File: config.mk
export PLATFORM = sky130hd
export DESIGN_NAME = ssp_port
export DESIGN_NICKNAME = d
export VERILOG_FILES = /design/src/design/ssp_pkg.sv /design/src/design/ssp_port.sv /design/src/design/ssp_sync.sv
export SDC_FILE = /design/constraint.sdc
export NUM_CORES = 1
export LEC_CHECK = 0
export BUFFER_PORTS_ARGS = -buffer_cell sky130_fd_sc_hd__buf_2
export CAP_MARGIN = 25
export CORE_MARGIN = 4
export CORE_UTILIZATION = 50
export CTS_BUF_LIST = sky130_fd_sc_hd__clkbuf_8
export DETAILED_ROUTE_END_ITERATION = 8
export PLACE_DENSITY = 0.78
export SYNTH_ARGS = -nofsm -noshare
export SYNTH_HDL_FRONTEND = slang
export SYNTH_SLANG_ARGS = --single-unit
File: constraint.sdc
create_clock -name clk_sys -period 2.1 [get_ports clk_sys]
set_input_delay 0.42 -clock clk_sys [delete_from_list [all_inputs] [get_ports clk_sys]]
set_output_delay 0.42 -clock clk_sys [all_outputs]
set_load 0.01 [all_outputs]
File: src/design/ssp_pkg.sv
// Purpose: Constants and carrier types for the serial shift buffer port.
// Assumes: 50 MHz system clock, synchronous active-high reset.
// Notes: Field positions follow the control and status byte layouts.
// Functional notes
// RULE_01 - Each transfer shifts one 8-bit word out while shifting one 8-bit word in.
// RULE_02 - All four clock polarity and phase combinations work, and both ends must use the same one.
// RULE_03 - The lines are data out, data in and serial clock, and a slave may add an active-low select.
// RULE_04 - Control is read/write, and in status the low six bits are read-only and the top two read/write.
// RULE_05 - Software cannot reach the shift register directly, only through the buffer.
// RULE_06 - A received byte is copied into the buffer and raises the interrupt flag.
// RULE_07 - A software write loads the buffer and the shift register together.
// RULE_08 - The port runs in SPI mode or in I2C mode, never both, and only SPI codes are acted on here.
// RULE_09 - Data shifts most significant bit first.
// RULE_10 - A buffer write during a transfer is dropped and sets a sticky collision flag.
// RULE_11 - Buffer full sets when a received byte is loaded and clears when software reads the buffer.
// RULE_12 - Mode codes 0000 to 0011 select master rates, 0100 slave with select and 0101 slave without.
// RULE_13 - In slave mode the external clock and select are synchronised before use.
package ssp_pkg;
    // ==========================================================
    // Control byte fields
    localparam int CTL_COLLISION = 7;
    localparam int CTL_OVERFLOW = 6;
    localparam int CTL_ENABLE = 5;
    localparam int CTL_POLARITY = 4;
    localparam logic [7:0] CTL_RESET = 8'h00;
    localparam logic [7:0] STAT_RESET = 8'h00;
    localparam logic [7:0] STAT_RW_MASK = 8'hC0;
    // ==========================================================
    // Status byte fields
    localparam int STAT_SAMPLE = 7;
    localparam int STAT_EDGE = 6;
    localparam int STAT_FULL = 0;
    // ==========================================================
    // Mode codes
    localparam logic [3:0] MODE_DIV4 = 4'h0;
    localparam logic [3:0] MODE_DIV16 = 4'h1;
    localparam logic [3:0] MODE_DIV64 = 4'h2;
    localparam logic [3:0] MODE_TIMER = 4'h3;
    localparam logic [3:0] MODE_SLV_SEL = 4'h4;
    localparam logic [3:0] MODE_SLV_NOSEL = 4'h5;
    // Half periods of the serial clock in system clocks, minus one, then bits per byte
    localparam logic [4:0] HALF_DIV4 = 5'h01;
    localparam logic [4:0] HALF_DIV16 = 5'h07;
    localparam logic [4:0] HALF_DIV64 = 5'h1F;
    localparam logic [3:0] BIT_COUNT = 4'h8;

    typedef struct packed {
        logic sclk;
        logic sdo;
        logic sclk_oe;
        logic sdo_oe;
    } ssp_pins_s;

    typedef enum logic [1:0] {
        SSP_IDLE,
        SSP_LEAD,
        SSP_TRAIL
    } ssp_state_e;
endpackage

File: src/design/ssp_port.sv
// Purpose: SPI-mode synchronous serial port with shift and buffer registers.
// Assumes: Software access as one-cycle strobes; timer tick is a one-cycle pulse.
// Notes: Slave clock must be slower than about a sixth of clk_sys.
`timescale 1ns/1ps
`default_nettype none
module ssp_port (
    // Clock and reset
    input wire logic clk_sys,
    input wire logic reset,
    // Software access
    input wire logic ctl_wr,
    input wire logic [7:0] ctl_wdata,
    input wire logic stat_wr,
    input wire logic [7:0] stat_wdata,
    input wire logic buf_wr,
    input wire logic [7:0] buf_wdata,
    input wire logic buf_rd,
    output logic [7:0] serial_control_one,
    output logic [7:0] serial_status_reg,
    output logic [7:0] serial_buffer_reg,
    output logic serial_irq_flag,
    input wire logic irq_clear,
    // Timer rate source
    input wire logic timer_tick,
    // Serial pins
    input wire logic sclk_in,
    input wire logic sdi,
    input wire logic ss_n,
    output var ssp_pkg::ssp_pins_s pins
);
    logic [7:0] ctl;
    logic [7:0] stat;
    logic [7:0] buf_q;
    logic [7:0] shreg;
    logic [3:0] bits;
    logic [4:0] div;
    logic tdiv;
    logic irq;
    logic sclk_o;
    logic sdo_o;
    logic sclk_q;
    ssp_pkg::ssp_state_e state;
    logic [7:0] next_ctl, next_stat, next_buf, next_shreg;
    logic [3:0] next_bits;
    logic [4:0] next_div;
    logic next_tdiv, next_irq, next_sclk_o, next_sdo_o, next_sclk_q;
    ssp_pkg::ssp_state_e next_state;
    logic sck_s, ss_s, sdi_s;

    // RULE_13 - clock and select sync
    ssp_sync u_sck (.clk_sys(clk_sys), .reset(reset), .init_level(1'b0),
        .din(sclk_in), .dout(sck_s));
    ssp_sync u_ss (.clk_sys(clk_sys), .reset(reset), .init_level(1'b1),
        .din(ss_n), .dout(ss_s));
    ssp_sync u_sdi (.clk_sys(clk_sys), .reset(reset), .init_level(1'b0),
        .din(sdi), .dout(sdi_s));

    // Mode decode used by several paths
    function automatic logic is_master(input logic [3:0] m);
        is_master = (m <= ssp_pkg::MODE_TIMER);
    endfunction
    // RULE_08 - only SPI codes act
    function automatic logic is_spi(input logic [3:0] m);
        is_spi = (m <= ssp_pkg::MODE_SLV_NOSEL);
    endfunction

    logic en, master, busy, pol, cke, ss_ok;
    logic rise_s, fall_s, lead_s, trail_s, tick, done;
    always_comb begin
        en = ctl[ssp_pkg::CTL_ENABLE] && is_spi(ctl[3:0]);
        master = is_master(ctl[3:0]);
        pol = ctl[ssp_pkg::CTL_POLARITY];
        cke = stat[ssp_pkg::STAT_EDGE];
        busy = (state != ssp_pkg::SSP_IDLE);
        // RULE_03 - select gates slave
        ss_ok = (ctl[3:0] != ssp_pkg::MODE_SLV_SEL) || !ss_s;
        rise_s = sck_s && !sclk_q;
        fall_s = !sck_s && sclk_q;
        // RULE_02 - leading edge by polarity
        lead_s = pol ? fall_s : rise_s;
        trail_s = pol ? rise_s : fall_s;
    end

    // RULE_12 - master rate select
    always_comb begin
        tick = 1'b0;
        unique case (ctl[3:0])
            ssp_pkg::MODE_DIV4: tick = (div >= ssp_pkg::HALF_DIV4);
            ssp_pkg::MODE_DIV16: tick = (div >= ssp_pkg::HALF_DIV16);
            ssp_pkg::MODE_DIV64: tick = (div >= ssp_pkg::HALF_DIV64);
            ssp_pkg::MODE_TIMER: tick = timer_tick && tdiv;
            default: tick = 1'b0;
        endcase
    end

    // ==========================================================
    // Transfer engine and software registers
    always_comb begin
        next_ctl = ctl;
        next_stat = stat;
        next_buf = buf_q;
        next_shreg = shreg;
        next_bits = bits;
        next_div = div;
        next_tdiv = tdiv;
        next_irq = irq;
        next_sclk_o = sclk_o;
        next_sdo_o = sdo_o;
        next_sclk_q = sck_s;
        next_state = state;
        done = 1'b0;
        // RULE_04 - control fully writable
        if (ctl_wr) begin
            next_ctl = ctl_wdata;
        end
        // RULE_04 - status low bits read-only
        if (stat_wr) begin
            next_stat = (stat & ~ssp_pkg::STAT_RW_MASK) | (stat_wdata & ssp_pkg::STAT_RW_MASK);
        end
        // RULE_11 - read clears full
        if (buf_rd) begin
            next_stat[ssp_pkg::STAT_FULL] = 1'b0;
        end
        if (irq_clear) begin
            next_irq = 1'b0;
        end
        if (!en) begin
            next_state = ssp_pkg::SSP_IDLE;
            next_sclk_o = pol;
            next_div = '0;
            next_bits = '0;
        end else begin
            unique case (state)
                ssp_pkg::SSP_IDLE: begin
                    next_sclk_o = pol;
                    next_div = '0;
                    next_bits = '0;
                    // Slave with cke=0 drives first bit once selected
                    next_sdo_o = shreg[7];
                    if (!master && ss_ok && lead_s) begin
                        next_state = ssp_pkg::SSP_LEAD;
                    end
                end
                ssp_pkg::SSP_LEAD, ssp_pkg::SSP_TRAIL: begin
                    if (master) begin
                        next_div = tick ? 5'h00 : div + 5'h01;
                        if (ctl[3:0] == ssp_pkg::MODE_TIMER && timer_tick) begin
                            next_tdiv = !tdiv;
                        end
                        if (tick) begin
                            next_sclk_o = !sclk_o;
                        end
                    end
                end
                default: next_state = ssp_pkg::SSP_IDLE;
            endcase
        end
        // RULE_09 - shift MSB first
        // Both ends pick edges from the edge bit; the sample-phase bit is only stored
        // Slave also samples while idle, since its first edge is what starts the byte
        if (en && (busy || !master)) begin
            if (master ? (tick && ((sclk_o == pol) ^ cke))
                    : (ss_ok && (cke ? trail_s : lead_s))) begin
                // RULE_01 - shift in one bit
                // Master data answers its own clock, so it skips the synchroniser delay
                next_shreg = {shreg[6:0], master ? sdi : sdi_s};
                next_bits = bits + 4'h1;
            end
            if (master ? (tick && ((sclk_o != pol) ^ cke))
                    : (ss_ok && (cke ? lead_s : trail_s))) begin
                next_sdo_o = next_shreg[7];
            end
            // Ending on the tick after the eighth sample keeps eight pulses in both phases
            if (master && tick && bits == ssp_pkg::BIT_COUNT) begin
                done = 1'b1;
            end
            if (!master && busy && bits == ssp_pkg::BIT_COUNT && !(cke ? trail_s : lead_s)) begin
                done = 1'b1;
            end
            if (!master && !ss_ok) begin
                next_state = ssp_pkg::SSP_IDLE;
                next_bits = '0;
            end
        end
        if (done) begin
            // RULE_06 - byte to buffer and flag
            next_state = ssp_pkg::SSP_IDLE;
            next_sclk_o = pol;
            next_irq = 1'b1;
            if (stat[ssp_pkg::STAT_FULL] && !buf_rd && !master) begin
                // Overflow keeps the old byte
                next_ctl[ssp_pkg::CTL_OVERFLOW] = 1'b1;
            end else begin
                next_buf = shreg;
                // RULE_11 - load sets full
                next_stat[ssp_pkg::STAT_FULL] = 1'b1;
            end
        end
        // RULE_05 - shift reg reached via buffer
        if (buf_wr) begin
            if (busy && !done) begin
                // RULE_10 - collision is sticky
                next_ctl[ssp_pkg::CTL_COLLISION] = 1'b1;
            end else begin
                // RULE_07 - write loads both
                next_buf = buf_wdata;
                next_shreg = buf_wdata;
                next_sdo_o = buf_wdata[7];
                next_bits = '0;
                if (en && master) begin
                    next_state = ssp_pkg::SSP_LEAD;
                    next_div = '0;
                    next_tdiv = 1'b0;
                end
            end
        end
    end

    // State registers
    always_ff @(posedge clk_sys) begin
        if (reset) begin
            ctl <= ssp_pkg::CTL_RESET;
            stat <= ssp_pkg::STAT_RESET;
            buf_q <= 8'h00;
            shreg <= 8'h00;
            bits <= 4'h0;
            div <= 5'h00;
            tdiv <= 1'b0;
            irq <= 1'b0;
            sclk_o <= 1'b0;
            sdo_o <= 1'b0;
            sclk_q <= 1'b0;
            state <= ssp_pkg::SSP_IDLE;
        end else begin
            ctl <= next_ctl;
            stat <= next_stat;
            buf_q <= next_buf;
            shreg <= next_shreg;
            bits <= next_bits;
            div <= next_div;
            tdiv <= next_tdiv;
            irq <= next_irq;
            sclk_o <= next_sclk_o;
            sdo_o <= next_sdo_o;
            sclk_q <= next_sclk_q;
            state <= next_state;
        end
    end

    // Outputs; irq set beats a same-cycle clear through ordering above
    assign serial_control_one = ctl;
    assign serial_status_reg = stat;
    assign serial_buffer_reg = buf_q;
    assign serial_irq_flag = irq;
    assign pins.sclk = sclk_o;
    assign pins.sdo = sdo_o;
    assign pins.sclk_oe = en && master;
    assign pins.sdo_oe = en && (master || ss_ok);
endmodule // ssp_port
`default_nettype wire

File: src/design/ssp_sync.sv
// Purpose: Two-flop synchroniser for one level.
// Assumes: Input is asynchronous to clk_sys.
// Notes: First stage is read only by the second stage.
`timescale 1ns/1ps
`default_nettype none
module ssp_sync (
    // Clock and reset
    input wire logic clk_sys,
    input wire logic reset,
    input wire logic init_level,
    // Level in and out
    input wire logic din,
    output logic dout
);
    logic stage_a;
    logic stage_b;
    logic next_a;
    logic next_b;
    // ==========================================================
    // Synchroniser stages
    always_comb begin
        next_a = din;
        next_b = stage_a;
    end

    // Reset to idle; init is fixed per instance so stays constant
    always_ff @(posedge clk_sys) begin
        if (reset) begin
            stage_a <= init_level;
            stage_b <= init_level;
        end else begin
            stage_a <= next_a;
            stage_b <= next_b;
        end
    end
    assign dout = stage_b;
endmodule // ssp_sync
`default_nettype wire

==> results of run 1 <==
layout make-up:
cell class	instances	share of cell area
Timing Repair Buffer	98	0.184
Inverter	10	0.0104
Multi-Input combinational cell	226	0.477
Clock buffer	5	0.0191
Tap cell	70	0.0243
Clock inverter	2	0.00974
Sequential cell	49	0.275
what timing repair did:
action / 4_1_cts / 5_1_grt
gates cloned: 1 / 0
setup endpoints to repair: 28 / 32
hold endpoints to repair: 0 / 0
buffers inserted: 2 / 8
resized for setup: 17 / 16
pin swaps: 6 / 10
through the flow:
step / power (mW) / setup WS (ns)
2_1_floorplan: 1.24 / -0.0185
3_3_place_gp: 1.37 / -0.0786
3_5_place_dp: 1.38 / -0.0977
4_1_cts: 2.03 / -0.0446
5_1_grt: 2.13 / -0.140
6_report: 2.04 / -0.0747
critical path: stages (launching register included):
cell	delay (ns)
dfxtp_4	0.37
ha_4	0.13
and3_4	0.18
ha_4	0.11
nand3b_1	0.11
o21ai_2	0.17
a21o_1	0.15
a21oi_1	0.06
buf_4	0.17
a2111oi_1	0.42
o31ai_1	0.17
cells in the final DEF (no fill, tap or decap), types with 8 or more instances in the layout:
master	count
buf_2	52
dfxtp_1	44
buf_4	42
nor2_1	23
mux2i_1	21
a21oi_1	17
nand2_1	14
nand3_1	13
a211oi_2	13
inv_1	10
o21ai_0	8
where the power goes:
group          leakage [nW]  internal, mW  switching, mW  total [mW]
Combinational         0.997         0.188          0.209       0.397
Clock                0.0540         0.346          0.295       0.641
Sequential            0.405         0.971         0.0340        1.01
Total                  1.46          1.51          0.537        2.04
cells in the mapped netlist (all sizes together), types with 3 or more instances:
master,instances,area (um2)
a211oi,16,180
a21o,5,37.5
a21oi,21,120
a22oi,3,22.5
and2,3,18.8
buf,12,87.6
clkbuf,10,37.5
dfxtp,49,981
ha,8,100
inv,10,37.5
mux2i,22,220
nand2,14,52.6
nand2b,4,25.0
nand3,13,65.1
nand3b,3,22.5
nand4,3,18.8
nor2,29,116
nor2b,6,37.5
nor3,6,30.0
o21ai,15,78.8
o22a,7,61.3
o31ai,3,22.5
or2,5,31.3
logic make-up (layout without fill, tap and decap cells):
family / Yosys count / after routing / synth area share
simple gates: 100 / 100 / 0.199
compound gates: 87 / 87 / 0.245
flops: 49 / 49 / 0.360
buf+inv: 32 / 115 / 0.0597
mux: 23 / 23 / 0.0850
fa+ha+maj: 8 / 8 / 0.0367
xor+xnor: 3 / 3 / 0.0124
other cells: 1 / 5 / 0.00138
final timing paths:
kind                                    end  slack (ns)  cells after the start
worst max-delay path               shreg[0]       -0.07                     10
worst min-delay path            u_ss.next_b        0.31                      2
worst max register to register     shreg[0]       -0.07                     10
worst min register to register    u_ss.dout        0.42                      1
routing by layer:
metal | track usage | vias up | routed length (um)
met5 | 0 | - | 0
met4 | 0.0648 | 0 | 93
met3 | 0.0329 | 11 | 483
met2 | 0.334 | 122 | 3490
met1 | 0.299 | 1266 | 3030
li1 | - | 1274 | -
==> out/metrics.yaml, run 1 <==
run_status:
  status: "complete, but fails checks"
  violations: "negative setup slack"
place:
  dpl_cell_area_mm2: 0.00327
  numPortBuffers: 52
  dp_cells: 442
  place_hpwl_mm: 4.92
  gp_congestion: 0.958
sta:
  clock_skew_ns: 0.00886
  drv_slew: 0
  rsz0062_at_grt: "true"
  max_freq_mhz: 460
  hold_violations: 0
  final.setup.worst_slack_ns: -0.0747
  period_needed_ns: 2.17
  fin_crit_sh: 1.04
  setup_viol: 6
  setup-tns-final_ns: -0.230
  hold_slack_ns: 0.305
worst_hold_path:
  hp-start: "ss_n"
  worstHoldPathType: "input port to flip-flop"
clock_network:
  cts_tree: "done"
  cts_buffer_depth: 2
  clk_latency_ns: 0.30
  root_buffer: "clkbuf_8"
  cts_buffers: 5
  cts_hold_buf: 0
  clock-sinks: 49
  clk_pin_slew_ns: 0.09
  cts_max_level: 2
critical_path:
  worstPathArrival_ns: 2.34
  crit_type: "flip-flop to flip-flop"
  startpoint: "div[1]"
  worstSetupEndpointType: "flip-flop"
  r2r_start: "div[1]"
  cp_data_required_time_ns: 2.27
  start_kind: "flip-flop"
  path_max_fanout: 5
synth:
  synth_edf_count: 0
  netlist_area_mm2: 0.00272
  synthCells: 303
  yosysWarnings: 0
  async_reset_ff_frac: 0
  ys_types: 62
  ys.flop_type: "dfxtp_1"
  ys_seq_area_frac: 0.360
  avgSynthCellArea_um2: 8.99
  ys_ff_latch: 49
layout:
  nets: 433
  area.sequential_um2: 990
  multi_input_area_mm2: 0.00172
  layout-drive-gt1-share: 0.408
  area_growth_syn_to_layout_pct: 32.1
  fin_cells: 460
  fillers: 386
  design_area_mm2: 0.00360
  antennaDiodeCount: 0
  final_util: 0.691
global_route:
  grt_start_max_net_pins: 32
  grt_pass1_vias: 2374
  overflow: 0
  grt.total_usage: 0.212
  antenna_found_initial: 0
  grt_pass1_wl_mm: 11.2
routing:
  routed_wl_mm: 7.10
  avgViaCountPerCell: 5.81
  drc: 0
  vias: 2673
  ant_nets: 0
  routedWlPerCell_um: 15.4
  drtIter0Drc: 213
  drt_first_pass_iters: 5
die:
  die_w_um: 81.8
  pin_count: 64
  start_util: 0.523
  rows: 26
  dieArea_mm2: 0.00669
  die_h_um: 81.8
  core_mm2: 0.00520
power_and_ir_drop:
  p_leak_nw: 1.46
  peakVddDrop_v: 0.000520
  cellPowerDensity_mw_per_mm2: 568
flow_run:
  maxCapViolations: 0
Note: power is estimated with default switching activity, not from simulation.
==> inputs of run 2 (changes only) <==
CORE_UTILIZATION = 30   (was 50)
PLACE_DENSITY = default   (was 0.78)
==> out/metrics.yaml, run 2 (synthesis gave the netlist of run 1 again) <==
clock_network:
  root_buffer: "clkbuf_8"
  clk_pin_slew_ns: 0.09  # about the same
  clk_latency_ns: 0.30  # about the same
  cts_buffer_depth: 2  # unchanged
  cts_tree: "done"
  clock-sinks: 49  # unchanged
  cts_hold_buf: 0  # unchanged
  cts_buffers: 5  # unchanged
  cts_max_level: 2  # unchanged
critical_path:
  worst_path_largest_cell_delay_ns: 0.37  # -0.05 ns
  crit_family: "compound AO/OA/AOI/OAI gates"
  cp_data_required_time_ns: 2.34  # +0.07 ns
  crit_chain: "ha_4 > and3_4 > ha_4 > nand3b_1 > o211ai_1 > a21oi_2 > o21ai_2 > buf_4 > a211o_1 > buf_6 > a31oi_1"
  cp_common_cell: "ha_4"
  worstSetupEndpointType: "flip-flop"
  r2r_start: "div[1]"
  crit_buf_inv: 2  # +1
  start_kind: "flip-flop"
  startpoint: "div[1]"
  path_max_fanout: 4  # -1
  worstPathArrival_ns: 2.42  # +0.08 ns
  crit_slowest_cell: "dfxtp_4"
  crit_type: "flip-flop to flip-flop"
layout:
  area_growth_syn_to_layout_pct: 37.6
  layout-drive-gt1-share: 0.435  # +0.0274
  multi_input_area_mm2: 0.00179  # +4.3%
  final_common_cell: "buf_2"
  fillers: 866  # +120%
  nets: 435  # +0.46%
  antennaDiodeCount: 0  # unchanged
  most-common-layout-cells: "52 x buf_2, 44 x dfxtp_1, 42 x buf_4, 26 x nor2_1, 21 x mux2i_1"
  area.sequential_um2: 992  # +0.25%
die:
  start_util: 0.311  # -0.212
  core_mm2: 0.00876  # +68%
  pin_count: 64  # unchanged
  dieArea_mm2: 0.0107  # +59%
  die_h_um: 103  # +26%
  die_w_um: 103  # +26%
  rows: 34  # +31%
place:
  place_hpwl_mm: 5.42  # +10%
  gp_congestion: 0.852  # -11%
  post-place-ws_ns: -0.191  # -0.0938 ns
  numPortBuffers: 52  # unchanged
run_status:
  violations: "negative setup slack"
  status: "complete, but fails checks"
global_route:
  antenna_found_initial: 0  # unchanged
  grt_start_max_net_pins: 28  # -13%
  grt.total_usage: 0.138  # -0.0740
  grt_pass1_wl_mm: 11.7  # +4.3%
  grt_pass1_vias: 2495  # +5.1%
  overflow: 0  # unchanged
sta:
  hold_violations: 0  # unchanged
  max_freq_mhz: 457  # -0.58%
  setup_viol: 9  # +3
  clock_skew_ns: 0.00637  # -0.00250 ns
  final.setup.worst_slack_ns: -0.0874  # -0.0127 ns
  hold_slack_ns: 0.312  # +0.00673 ns
  drv_slew: 0  # unchanged
  period_needed_ns: 2.19  # +0.0127 ns
  fin_crit_sh: 1.04  # +0.00605
  rsz0062_at_grt: "true"
routing:
  routed_wl_mm: 7.45  # +5.0%
  avgViaCountPerCell: 5.16  # -11%
  drt_first_pass_iters: 4  # -1
  routedWlPerCell_um: 14.9  # -3.6%
  drc: 0  # unchanged
  vias: 2586  # -3.3%
  drtIter0Drc: 123  # -42%
  ant_nets: 0  # unchanged
worst_hold_path:
  hp-start: "ss_n"
  worstHoldPathType: "input port to flip-flop"
flow_run:
  maxCapViolations: 0  # unchanged
power_and_ir_drop:
  peakVddDrop_v: 0.000414  # -20%
  p_leak_nw: 1.50  # +2.8%
  cellPowerDensity_mw_per_mm2: 559  # -1.6%
[run 2: cell types whose count changed in the layout (fill, tap and decap cells not counted), moves of 2 or more]
cell	change
nor2_1	+3
a21oi_2	+2
buf_6	+3
nor2_2	-2
o41ai_1	-2
a21oi_1	-3
o41ai_2	+2
[run 2: layout make-up]
class / count / area share
Inverter: 10 / 0.0100
Multi-Input combinational cell: 226 / 0.478
Clock buffer: 5 / 0.0184
Timing Repair Buffer: 100 / 0.182
Sequential cell: 49 / 0.265
Tap cell: 108 / 0.0360
Clock inverter: 3 / 0.0113
[run 2: final timing paths]
check / cells after the start / endpoint / slack, ns
worst max-delay path: 11 / div[2] / -0.09
worst min-delay path: 2 / u_ss.next_b / 0.31
worst max register to register: 11 / div[2] / -0.09
worst min register to register: 1 / u_ss.dout / 0.42
[run 2: power by group]
group	internal [mW]	switching (mW)	total (mW)
Clock	0.353	0.326	0.679
Sequential	0.971	0.0339	1.00
Combinational	0.197	0.214	0.411
Total	1.52	0.573	2.09
[run 2: routing by layer]
layer,wire length [um],track usage,up-vias
met1,3380,0.175,1232
met3,259,0.0275,11
met5,0,0,-
met2,3690,0.233,65
li1,-,-,1278
met4,119,0.0498,0
[run 2: through the flow]
step	power, mW	instance area [um2]	util	std cells	setup TNS (ns)
floorplan	1.24	2750	-	307	-0.0185
detailed placement	1.39	3330	0.380	484	-1.96
finish	2.09	3750	0.428	501	-0.380
global route	2.20	3750	0.428	501	-2.09
CTS	2.09	3580	0.408	495	-0.158
global placement	1.38	3330	0.380	484	-1.10
[run 2: timing repair]
action	in CTS	in global routing
endpoints found under the hold margin	0	0
resized for setup	20	27
endpoints found under the setup margin	29	33
cloned	1	0
buffers inserted	2	6
pin swaps	7	13
